$ cat config.mk
export PLATFORM = sky130hd
export DESIGN_NAME = lin_mode_control_registers
export DESIGN_NICKNAME = d
export VERILOG_FILES = /design/src/design/lin_ctrl_pkg.sv /design/src/design/lin_mode_control_registers.sv
export SDC_FILE = /design/constraint.sdc
export NUM_CORES = 1
export LEC_CHECK = 0
export BUFFER_PORTS_ARGS = -buffer_cell sky130_fd_sc_hd__clkbuf_2
export CAP_MARGIN = 25
export CORE_MARGIN = 5
export CORE_UTILIZATION = 53
export DETAILED_ROUTE_END_ITERATION = 6
export PLACE_DENSITY_LB_ADDON = 0.1
export SLEW_MARGIN = 20
export SYNTH_ARGS = -nofsm -noshare
export SYNTH_HDL_FRONTEND = slang
export SYNTH_SLANG_ARGS = --single-unit
$ cat constraint.sdc
create_clock -name core_clk -period 2.5 [get_ports core_clk]
set_clock_uncertainty 0.2 [all_clocks]
set_input_delay 0.75 -clock core_clk [delete_from_list [all_inputs] [get_ports core_clk]]
set_output_delay 0.75 -clock core_clk [all_outputs]
set_load 0.05 [all_outputs]
$ cat src/design/lin_ctrl_pkg.sv
// Constants for the LIN-mode control and status logic
package lin_ctrl_pkg;

    // Register offsets on the plain register port
    localparam int          ADDR_W        = 8;
    localparam logic [7:0]  OFS_STATUS    = 8'h18;
    localparam logic [7:0]  OFS_DATA      = 8'h19;
    localparam logic [7:0]  OFS_BAUD      = 8'h1A;
    localparam logic [7:0]  OFS_CTRL_ONE  = 8'h1B;
    localparam logic [7:0]  OFS_CTRL_TWO  = 8'h1C;
    localparam logic [7:0]  OFS_CTRL_THR  = 8'h1D;
    localparam logic [7:0]  OFS_EXT_RX    = 8'h1E;
    localparam logic [7:0]  OFS_EXT_TX    = 8'h1F;

    // Field positions
    localparam int          SR_PE         = 0;
    localparam int          C1_PCE        = 2;
    localparam int          C1_PIE        = 0;
    localparam int          C2_MUTE       = 1;
    localparam int          C2_SBK        = 0;
    localparam int          C3_DIVIDER_UPDATE_METHOD       = 7;
    localparam int          C3_LINE       = 6;
    localparam int          C3_LIN_SLAVE_SELECT       = 5;
    localparam int          C3_AUTO_SYNCH_ENABLE       = 4;
    localparam int          C3_HEADER_DETECT_METHOD       = 3;
    localparam int          C3_HEADER_INTERRUPT_ENABLE       = 2;
    localparam int          C3_HEADER_DETECTED_FLAG       = 1;
    localparam int          C3_LSF        = 0;

    // Reset values, masks and header length codes
    localparam logic [7:0]  REG_RESET     = 8'h00;
    localparam logic [7:0]  C1_WMASK      = 8'hFD;
    localparam logic [7:0]  C3_SW_MASK    = 8'hFC;
    localparam logic [3:0]  FRAC_RESET    = 4'h0;
    localparam logic [7:0]  LHL_BREAK     = 8'hFF;
    localparam logic [7:0]  LHL_TIMEOUT   = 8'h00;

    // Timing counts in bit times and quarter bit times, plus the accumulator step in sixteenths and the synch edge count
    localparam logic [3:0]  SLAVE_BRK_BITS  = 4'd11;
    localparam logic [3:0]  MASTER_BRK_BITS = 4'd13;
    localparam logic [3:0]  SCI_BRK_BITS    = 4'd10;
    localparam logic [12:0] ACC_STEP        = 13'd16;
    localparam logic [2:0]  SYNCH_EDGES     = 3'd5;
    localparam logic [7:0]  HDR_MAX_QTR     = 8'd228;
    localparam logic [7:0]  BRK_QTR         = 8'd44;

    // Header reception states
    typedef enum logic [2:0] {
        ST_IDLE  = 3'b001,
        ST_SYNCH = 3'b010,
        ST_IDENT = 3'b100
    } hdr_state_t;

endpackage : lin_ctrl_pkg

$ cat src/design/lin_mode_control_registers.sv
// LIN-mode control, header detection and fractional divider logic
//
// Contract
// - Parity error sets flag; status read then data access clears; irq if enabled.
// - Parity check enable bit switches identifier parity checking on or off.
// - Mute bit: 1 mute, 0 active; hardware clears it on wake-up.
// - Slave mode with receive data full: software cannot change mute bit.
// - Send break set then cleared still sends one break after current word.
// - Master mode break is 13 low bit times.
// - Enable and slave bits select disabled, master or slave mode.
// - Slave mode: divider, headers, parity, 11-bit break, LIN wake-up.
// - Slave mode: writing send break has no effect.
// - Update method: immediate on mantissa write, or deferred to next character.
// - Auto-synch enable turns the synch field measurement on or off.
// - Header method selects break or identifier detection, and wake method.
// - Header interrupt raised while header flag set and enable is one; this design raises it in slave mode only.
// - Header flag set on header; status access then control three read clears.
// - Identifier method needs break, synch and identifier in sequence.
// - Synch state set on break, cleared at end; software clear aborts.
// - With auto-synch, synch state counts falling edges on receive line.
// - Mantissa 1..255 is divider integer; zero stops the baud clocks.
// - Fraction low four bits in sixteenths; upper bits read zero.
// - Fraction written first; mantissa write loads the active divider.
// - Slave mode maps mantissa and fraction onto baud and transmit addresses.
// - Header length readable in slave with auto-synch or id method, else zero.
// - Slave baud rate is clock over sixteen times the divider.
// - Software nominal divider wins over measured value in same cycle.
// - Header length: FFh on break, 00h on timeout, length on header.
//
// The strobed register port and the placing of the registers are this design's own decisions.
module lin_mode_control_registers
    import lin_ctrl_pkg::*;
(
    input  wire logic              core_clk,
    input  wire logic              rst,
    input  wire logic [ADDR_W-1:0] reg_addr,
    input  wire logic [7:0]        reg_wdata,
    input  wire logic              reg_write,
    input  wire logic              reg_read,
    output logic      [7:0]        reg_rdata,
    input  wire logic              receive_data_input,
    input  wire logic              receive_data_full,
    input  wire logic [7:0]        serial_data,
    input  wire logic [7:1]        serial_status,
    input  wire logic              wake_seen,
    input  wire logic              tx_word_busy,
    input  wire logic              tx_bit_tick,
    output logic                   break_tx_low,
    output logic                   receiver_mute,
    output logic                   baud_os_tick,
    output logic                   lin_irq,
    output logic      [7:0]        ctrl_one,
    output logic      [7:0]        ctrl_two,
    output logic      [7:0]        ctrl_three,
    output logic      [7:0]        baud_rate_select,
    output logic      [7:0]        ext_tx_prescale,
    output logic      [7:0]        ext_rx_prescale
);

    // Register state
    logic [7:0]  cr1_reg;
    logic [7:0]  cr2_reg;
    logic [7:0]  cr3_reg;
    logic [7:0]  cr3_next;
    logic [7:0]  brs_reg;
    logic [7:0]  etpr_reg;
    logic [7:0]  erpr_reg;
    logic [7:0]  mant_reg;
    logic [3:0]  frac_reg;
    logic [11:0] baud_divider_reg;
    logic [11:0] baud_divider_next;
    logic [11:0] measured_divider_reg;
    logic [7:0]  header_length_reg;
    logic [7:0]  header_length_next;
    logic        pe_reg;
    logic        seen_reg;
    logic        rdf_prev_reg;
    logic        rx_prev_reg;
    logic        irq_reg;
    logic [7:0]  rdata_reg;

    // Baud generator and receive timing state
    logic [12:0] acc_reg;
    logic        tick_reg;
    logic [3:0]  os_cnt_reg;
    logic [3:0]  low_cnt_reg;
    logic [7:0]  qtr_reg;
    logic [2:0]  edge_cnt_reg;
    logic [15:0] meas_cnt_reg;
    hdr_state_t  st_reg;
    hdr_state_t  st_next;

    // Break transmitter state
    logic        brk_pend_reg;
    logic        brk_act_reg;
    logic [3:0]  brk_cnt_reg;

    // Address decode
    wire acc_status = (reg_addr == OFS_STATUS);
    wire acc_data   = (reg_addr == OFS_DATA);
    wire acc_baud   = (reg_addr == OFS_BAUD);
    wire acc_c1     = (reg_addr == OFS_CTRL_ONE);
    wire acc_c2     = (reg_addr == OFS_CTRL_TWO);
    wire acc_c3     = (reg_addr == OFS_CTRL_THR);
    wire acc_erx    = (reg_addr == OFS_EXT_RX);
    wire acc_etx    = (reg_addr == OFS_EXT_TX);
    wire any_acc    = reg_write | reg_read;

    // Mode decode from enable and slave bits
    wire lin_en  = cr3_reg[C3_LINE];
    wire slave   = lin_en & cr3_reg[C3_LIN_SLAVE_SELECT];
    wire master  = lin_en & ~cr3_reg[C3_LIN_SLAVE_SELECT];
    wire divider_update_method    = cr3_reg[C3_DIVIDER_UPDATE_METHOD];
    wire auto_synch_enable    = cr3_reg[C3_AUTO_SYNCH_ENABLE];
    wire header_detect_method    = cr3_reg[C3_HEADER_DETECT_METHOD];

    // Edge events on receive line and receive data full
    wire rx_fall  = rx_prev_reg & ~receive_data_input;
    wire rdf_rise = receive_data_full & ~rdf_prev_reg;

    // Fractional baud generator, one tick per sixteenth of a bit
    wire [12:0] acc_sum  = acc_reg + ACC_STEP;
    wire [12:0] div_ext  = {1'b0, baud_divider_reg};
    wire        clk_on   = slave & (baud_divider_reg[11:4] != 8'h00);
    wire        os_tick  = clk_on & (acc_sum >= div_ext);
    wire        bit_tick = os_tick & (os_cnt_reg == 4'hF);
    wire        qtr_tick = os_tick & (os_cnt_reg[1:0] == 2'b11);

    // Break and synch field detection
    wire in_idle  = (st_reg == ST_IDLE);
    wire in_synch = (st_reg == ST_SYNCH);
    wire in_ident = (st_reg == ST_IDENT);
    wire brk_det  = slave & in_idle & bit_tick & ~receive_data_input
                  & (low_cnt_reg == SLAVE_BRK_BITS - 4'd1);
    wire synch_done = in_synch & auto_synch_enable & rx_fall
                    & (edge_cnt_reg == SYNCH_EDGES - 3'd1);
    wire timeout  = ~in_idle & (qtr_reg == HDR_MAX_QTR);
    wire id_rx    = slave & in_ident & rdf_rise;
    wire hdr_det  = slave & ((brk_det & ~header_detect_method) | (id_rx & header_detect_method));

    // Identifier parity, two check bits on top of six id bits
    wire par0 = ^{serial_data[0], serial_data[1],
                  serial_data[2], serial_data[4]};
    wire par1 = ~^{serial_data[1], serial_data[3],
                   serial_data[4], serial_data[5]};
    wire par_bad = ({par1, par0} != serial_data[7:6]);
    wire pe_set  = id_rx & cr1_reg[C1_PCE] & par_bad;

    // Clear sequences need a status access first
    wire pe_clr   = seen_reg & acc_data & any_acc;
    wire header_detected_flag_clr = seen_reg & acc_c3 & reg_read;

    // Software writes to control three
    wire c3_wr      = reg_write & acc_c3;
    wire sw_lsf_clr = c3_wr & ~reg_wdata[C3_LSF] & cr3_reg[C3_LSF];

    // Synch field state flag: hardware set beats any clear
    wire lsf_clr = synch_done | (in_synch & ~auto_synch_enable & rdf_rise)
                 | sw_lsf_clr | timeout;
    wire lsf_next = brk_det | (cr3_reg[C3_LSF] & ~lsf_clr);

    // Header flag: set wins over the read clear
    wire header_detected_flag_next = hdr_det | (cr3_reg[C3_HEADER_DETECTED_FLAG] & ~header_detected_flag_clr);

    // Divider update method bit, hardware clears it on data full
    wire divider_update_method_next = c3_wr ? reg_wdata[C3_DIVIDER_UPDATE_METHOD]
                   : (divider_update_method & ~receive_data_full);

    // Control three assembly
    assign cr3_next = {divider_update_method_next,
                       c3_wr ? reg_wdata[6:2] : cr3_reg[6:2],
                       header_detected_flag_next, lsf_next};

    // Divider writes, only mapped in slave mode
    wire mant_wr = reg_write & acc_baud & slave;
    wire frac_wr = reg_write & acc_etx & slave;
    wire [11:0] nominal_divider = {mant_reg, frac_reg};
    wire [11:0] nom_now = {reg_wdata, frac_reg};

    // Active divider: software value takes precedence over measurement
    always_comb begin
        baud_divider_next = baud_divider_reg;
        if (mant_wr & ~divider_update_method) begin
            baud_divider_next = nom_now;
        end else if (slave & divider_update_method & rdf_rise) begin
            baud_divider_next = nominal_divider;
        end else if (synch_done) begin
            baud_divider_next = meas_cnt_reg[14:3];
        end
    end

    // Header length load points
    always_comb begin
        header_length_next = header_length_reg;
        if (brk_det) begin
            header_length_next = LHL_BREAK;
        end else if (timeout) begin
            header_length_next = LHL_TIMEOUT;
        end else if (id_rx) begin
            header_length_next = HDR_MAX_QTR - qtr_reg;
        end
    end

    // Header reception sequence
    always_comb begin
        st_next = st_reg;
        unique case (st_reg)
            ST_IDLE: begin
                if (brk_det) begin
                    st_next = ST_SYNCH;
                end
            end
            ST_SYNCH: begin
                if (sw_lsf_clr | timeout) begin
                    st_next = ST_IDLE;
                end else if (rdf_rise) begin
                    st_next = ST_IDENT;
                end
            end
            ST_IDENT: begin
                if (rdf_rise | timeout | ~slave) begin
                    st_next = ST_IDLE;
                end
            end
            default: begin
                st_next = ST_IDLE;
            end
        endcase
    end

    // Mute bit: software blocked in slave mode while data full
    wire mute_sw_ok = ~(slave & receive_data_full);
    wire wake_hw    = slave ? hdr_det : wake_seen;
    wire mute_next  = (wake_hw & cr2_reg[C2_MUTE]) ? 1'b0
                    : (reg_write & acc_c2 & mute_sw_ok)
                    ? reg_wdata[C2_MUTE] : cr2_reg[C2_MUTE];

    // Send break bit ignored in slave mode
    wire sbk_wr   = reg_write & acc_c2 & ~slave;
    wire sbk_next = sbk_wr ? reg_wdata[C2_SBK] : cr2_reg[C2_SBK];
    wire [7:0] cr2_next = {(reg_write & acc_c2) ? reg_wdata[7:2]
                                                 : cr2_reg[7:2],
                           mute_next, sbk_next};

    // Break transmitter; a latched request survives a quick clear
    wire [3:0] brk_len   = master ? MASTER_BRK_BITS : SCI_BRK_BITS;
    wire       brk_start = ~slave & ~brk_act_reg & ~tx_word_busy
                         & (brk_pend_reg | cr2_reg[C2_SBK]);
    wire       brk_end   = brk_act_reg & tx_bit_tick
                         & (brk_cnt_reg == brk_len - 4'd1);
    wire       pend_set  = sbk_wr & reg_wdata[C2_SBK];

    // Header length visibility at the extended receive address
    wire [7:0] lhl_view = (auto_synch_enable | header_detect_method) ? header_length_reg
                                        : REG_RESET;

    // Read data selection
    wire [7:0] rd_mux =
        acc_status ? {serial_status, pe_reg} :
        acc_data   ? serial_data :
        acc_baud   ? (slave ? mant_reg : brs_reg) :
        acc_c1     ? cr1_reg :
        acc_c2     ? cr2_reg :
        acc_c3     ? cr3_reg :
        acc_erx    ? (slave ? lhl_view : erpr_reg) :
        acc_etx    ? (slave ? {4'h0, frac_reg} : etpr_reg) :
        REG_RESET;

    // Interrupt request from enabled flags
    wire irq_next = (pe_reg & cr1_reg[C1_PIE])
                  | (slave & cr3_reg[C3_HEADER_INTERRUPT_ENABLE] & cr3_reg[C3_HEADER_DETECTED_FLAG]);

    // Control and mode registers
    always_ff @(posedge core_clk) begin
        if (rst) begin
            cr1_reg <= REG_RESET;
            cr2_reg <= REG_RESET;
            cr3_reg <= REG_RESET;
        end else begin
            if (reg_write & acc_c1) begin
                cr1_reg <= reg_wdata & C1_WMASK;
            end
            cr2_reg <= cr2_next;
            cr3_reg <= cr3_next;
        end
    end

    // Legacy prescalers and the divider registers share addresses
    always_ff @(posedge core_clk) begin
        if (rst) begin
            brs_reg  <= REG_RESET;
            etpr_reg <= REG_RESET;
            erpr_reg <= REG_RESET;
            mant_reg <= REG_RESET;
            frac_reg <= FRAC_RESET;
        end else begin
            if (reg_write & acc_baud & ~slave) begin
                brs_reg <= reg_wdata;
            end
            if (reg_write & acc_etx & ~slave) begin
                etpr_reg <= reg_wdata;
            end
            if (reg_write & acc_erx & ~slave) begin
                erpr_reg <= reg_wdata;
            end
            if (mant_wr) begin
                mant_reg <= reg_wdata;
            end
            if (frac_wr) begin
                frac_reg <= reg_wdata[3:0];
            end
        end
    end

    // Divider, measurement result and header length
    always_ff @(posedge core_clk) begin
        if (rst) begin
            baud_divider_reg     <= 12'h000;
            measured_divider_reg <= 12'h000;
            header_length_reg    <= REG_RESET;
        end else begin
            baud_divider_reg  <= baud_divider_next;
            header_length_reg <= header_length_next;
            if (synch_done) begin
                measured_divider_reg <= meas_cnt_reg[14:3];
            end
        end
    end

    // Status flag and the access that arms the clear sequences
    always_ff @(posedge core_clk) begin
        if (rst) begin
            pe_reg   <= 1'b0;
            seen_reg <= 1'b0;
        end else begin
            pe_reg <= pe_set | (pe_reg & ~pe_clr);
            if (any_acc) begin
                seen_reg <= acc_status;
            end
        end
    end

    // Baud accumulator; a zero mantissa clears it and keeps it at zero
    always_ff @(posedge core_clk) begin
        if (rst) begin
            acc_reg    <= 13'h0000;
            tick_reg   <= 1'b0;
            os_cnt_reg <= 4'h0;
        end else begin
            tick_reg <= os_tick;
            if (~clk_on) begin
                acc_reg <= 13'h0000;
            end else if (os_tick) begin
                acc_reg <= acc_sum - div_ext;
            end else begin
                acc_reg <= acc_sum;
            end
            // Realign bit phase on each falling edge when idle
            if (in_idle & rx_fall) begin
                os_cnt_reg <= 4'h0;
            end else if (os_tick) begin
                os_cnt_reg <= os_cnt_reg + 4'h1;
            end
        end
    end

    // Dominant bit run counter for break detection
    always_ff @(posedge core_clk) begin
        if (rst) begin
            low_cnt_reg <= 4'h0;
        end else if (bit_tick) begin
            if (receive_data_input) begin
                low_cnt_reg <= 4'h0;
            end else if (low_cnt_reg != 4'hF) begin
                low_cnt_reg <= low_cnt_reg + 4'h1;
            end
        end
    end

    // Header timer in quarter bits, started at the break length
    always_ff @(posedge core_clk) begin
        if (rst) begin
            qtr_reg <= 8'h00;
        end else if (brk_det) begin
            qtr_reg <= BRK_QTR;
        end else if (~in_idle & qtr_tick & ~timeout) begin
            qtr_reg <= qtr_reg + 8'h01;
        end
    end

    // Synch field measurement over eight bit times
    always_ff @(posedge core_clk) begin
        if (rst) begin
            edge_cnt_reg <= 3'h0;
            meas_cnt_reg <= 16'h0000;
        end else if (~(in_synch & auto_synch_enable)) begin
            edge_cnt_reg <= 3'h0;
            meas_cnt_reg <= 16'h0000;
        end else if (rx_fall) begin
            edge_cnt_reg <= edge_cnt_reg + 3'h1;
            if (edge_cnt_reg == 3'h0) begin
                meas_cnt_reg <= 16'h0000;
            end else begin
                meas_cnt_reg <= meas_cnt_reg + 16'h0001;
            end
        end else if (edge_cnt_reg != 3'h0) begin
            meas_cnt_reg <= meas_cnt_reg + 16'h0001;
        end
    end

    // Header sequencer and edge history
    always_ff @(posedge core_clk) begin
        if (rst) begin
            st_reg       <= ST_IDLE;
            rdf_prev_reg <= 1'b0;
            rx_prev_reg  <= 1'b1;
        end else begin
            st_reg       <= st_next;
            rdf_prev_reg <= receive_data_full;
            rx_prev_reg  <= receive_data_input;
        end
    end

    // Break word generator on the transmit bit clock
    always_ff @(posedge core_clk) begin
        if (rst) begin
            brk_pend_reg <= 1'b0;
            brk_act_reg  <= 1'b0;
            brk_cnt_reg  <= 4'h0;
        end else begin
            if (pend_set) begin
                brk_pend_reg <= 1'b1;
            end else if (brk_start | slave) begin
                brk_pend_reg <= 1'b0;
            end
            if (brk_start) begin
                brk_act_reg <= 1'b1;
                brk_cnt_reg <= 4'h0;
            end else if (brk_end) begin
                brk_act_reg <= 1'b0;
            end else if (brk_act_reg & tx_bit_tick) begin
                brk_cnt_reg <= brk_cnt_reg + 4'h1;
            end
        end
    end

    // Read port and interrupt request
    always_ff @(posedge core_clk) begin
        if (rst) begin
            rdata_reg <= REG_RESET;
            irq_reg   <= 1'b0;
        end else begin
            rdata_reg <= reg_read ? rd_mux : REG_RESET;
            irq_reg   <= irq_next;
        end
    end

    // Outputs straight from flops
    assign reg_rdata        = rdata_reg;
    assign lin_irq          = irq_reg;
    assign break_tx_low     = brk_act_reg;
    assign receiver_mute    = cr2_reg[C2_MUTE];
    assign baud_os_tick     = tick_reg;
    assign ctrl_one         = cr1_reg;
    assign ctrl_two         = cr2_reg;
    assign ctrl_three       = cr3_reg;
    assign baud_rate_select = brs_reg;
    assign ext_tx_prescale  = etpr_reg;
    assign ext_rx_prescale  = erpr_reg;

endmodule : lin_mode_control_registers

==> metrics.yaml <==
logic_synthesis:
  yosysWarningCount: 0
  postSynthCellCount: 976
  netlist.area_leader.share_pct: 37.6
  synth_edf_count: 0
  yosysSeqAreaShare_pct: 37.6
  syn-cell-area_mm2: 0.00793
  yosysMostFrequentCell: "dfxtp_1"
  synthTopCellsByArea: "dfxtp_1 (38%), mux2i_1 (9.7%), nor2_1 (5.9%)"
  ys_ff_latch: 149
  synthArstFlopShare_pct: 0
  syn-num-nets: 1039
  synth-main-ff-cell: "dfxtp_1"
  yosys.cell_types.count: 66
  synthTopCellsByCount: "dfxtp_1 (149), nor2_1 (125), nand2_1 (121), mux2i_1 (77), a21oi_1 (74)"
  synth_top_cell_by_area: "dfxtp_1"
  avgSynthCellArea_um2: 8.12
critical_path:
  start_kind: "register"
  cp-end-kind: "register"
  worstPathMaxFanout: 6
  cp.arrival_ns: 2.90
  worst-endpoint-required_ns: 2.60
  crit_type: "register to register"
route:
  wirelength_um: 23900
  drt-initial-drc-count: 673
  vias_per_cell: 5.79
  route.vias.total: 7810
  drc: 0
  ant_nets: 0
  wl_per_cell_um: 17.7
  drtPass1Iterations: 5
sta:
  fin_crit_ns: 2.79
  setup_slack_ns: -0.294
  hold_viol: 0
  max-slew-margin-rel_pct: 67.5
  period_share_pct: 112
  fmax_mhz: 358
  tightestPinTransition_ns: 0.475
  grt_setup_unrepaired: "true"
  setup_viol: 43
  drv_slew: 0
final_layout:
  drive_above_1_share_pct: 27.5
  largest_reg_flops: 15
  finalNetCount: 1214
  antennaDiodeCount: 0
  post-route-util_pct: 70.5
  syn_to_final_growth_pct: 29.8
global_routing:
  antenna_found_initial: 0
  overflow: 0
  grt_pass1_vias: 7314
  grt_pass1_wl_um: 38300
  grt_max_degree: 43
  grt_usage_pct: 26.7
die:
  dieArea_mm2: 0.0175
  coreArea_mm2: 0.0146
  num_rows: 44
  io_pins: 100
  initial_utilization_pct: 54.3
  die_w_um: 132
  die_y_um: 132
clock_tree:
  clk_pin_slew_ns: 0.06
  cts_tree: "built"
  cts_sinks: 149
  insertion_delay_ns: 0.43
  clockBufferDepth: 2
  clockRootBuffer: "clkbuf_16"
  cts-hold-fix-buffers: 0
  numCtsBuffers: 17
  htree_levels: 4
min_path:
  min_path_type: "register to register"
power_and_ir_drop:
  finalPower_mw: 5.19
  ir_worst_vdd_uv: 504
  power_density_mw_per_mm2: 505
  p_leak_nw: 4.14
placed_design:
  port_buffers: 98
  hpwl_um: 17100
  gp_congestion: 0.950
outcome:
  status: "finished, violations left"
  violations: "setup timing"
job:
  cap_violations: 0
==> report_power, final <==
part / internal [mW] / switching [mW] / total (mW)
combinational: 0.0861 / 0.168 / 0.254
sequential: 2.37 / 0.00173 / 2.37
clock: 1.48 / 1.08 / 2.56
==> layer usage <==
layer	up-vias	global-route usage, %	part of all wire (%)
li1	3806	-	-
met2	238	42.5	47
met5	-	0	0
met1	3719	35.8	45
met3	47	6.64	5.9
met4	0	8.09	2.3
==> stage by stage <==
step                      setup WS, ns  area, um^2  cells  TNS, ns  hold slack (ns)
after floorplan                 -0.178        8030    976    -4.20            0.242
final                           -0.294       10300   1348    -8.58            0.276
after global routing            -0.475       10300   1348   -14.23            0.288
after global placement          -0.272        9340   1308   -12.59            0.256
after detailed placement        -0.403        9340   1308   -17.15            0.268
after CTS                       -0.242       10100   1341    -7.19            0.275
==> worst max-delay path: stages (launching register included) <==
cell,delay [ns]
dfxtp_4,0.37
ha_4,0.19
nand3_4,0.08
xnor2_2,0.20
ha_1,0.28
buf_4,0.17
a21oi_2,0.12
o21ai_2,0.07
a211o_1,0.29
a21o_1,0.27
buf_6,0.16
nand2_8,0.10
buf_4,0.12
a21oi_2,0.04
==> area by class of cell <==
| class | count | area (um^2) |
|---|---|---|
| Multi-Input combinational cell | 744 | 4940 |
| Fill cell | 1212 | 4300 |
| Sequential cell | 149 | 3000 |
| Timing Repair Buffer | 212 | 1430 |
| Clock buffer | 18 | 429 |
| Tap cell | 184 | 230 |
| Clock inverter | 14 | 151 |
| Inverter | 27 | 101 |
==> final timing paths <==
path	from	to	slack (ns)	depth (start not counted)
max	acc_reg[5]$_SDFF_PP0_	header_length_reg[7]$_SDFFE_PP0P_	-0.29	13
min	ext_tx_prescale[2]$_SDFFE_PP0P_	ext_tx_prescale[2]$_SDFFE_PP0P_	0.28	2
max reg2reg	acc_reg[5]$_SDFF_PP0_	header_length_reg[7]$_SDFFE_PP0P_	-0.29	13
min reg2reg	ext_tx_prescale[2]$_SDFFE_PP0P_	ext_tx_prescale[2]$_SDFFE_PP0P_	0.28	2
==> logic make-up after synthesis <==
logic type                 after synthesis  synth area share [%]
AOI/OAI and AO/OA                      220                  17.5
xor gates and xnor gates                31                  3.43
adders and majority gates               23                  3.73
buffers and inverters                   83                  4.22
DFF                                    149                  37.6
muxes                                   80                  10.2
other                                    1                0.0473
and+or+nand+nor                        389                  23.3
==> timing repair <==
item / in CTS / in global routing
pin swaps: 6 / 7
gates resized for setup: 23 / 37
setup endpoints to repair: 43 / 43
endpoints found under the hold margin: 0 / 0
buffers inserted: 1 / 8
cloned: 0 / 0
==> layout by cell type, fill, tap and decap left out, types with 6 or more instances in the layout <==
cell	instances
mux2i_1	77
buf_6	6
nand4_1	10
o211ai_1	6
nor3_1	16
xnor2_1	18
nand2_1	118
nand2b_1	9
o21ai_0	43
buf_4	104
xor2_1	8
dfxtp_1	142
inv_1	27
and3_1	7
or4_1	6
a21o_1	6
or2_2	7
nor2b_1	10
a31oi_1	11
o21a_1	8
ha_1	18
clkbuf_16	17
a211oi_1	9
a221oi_1	6
or3_1	12
nand3_1	31
a21oi_2	15
clkbuf_2	97
a22o_1	9
nor2_1	120
a21oi_1	58
No activity file was read; power rests on OpenSTA's default activity.
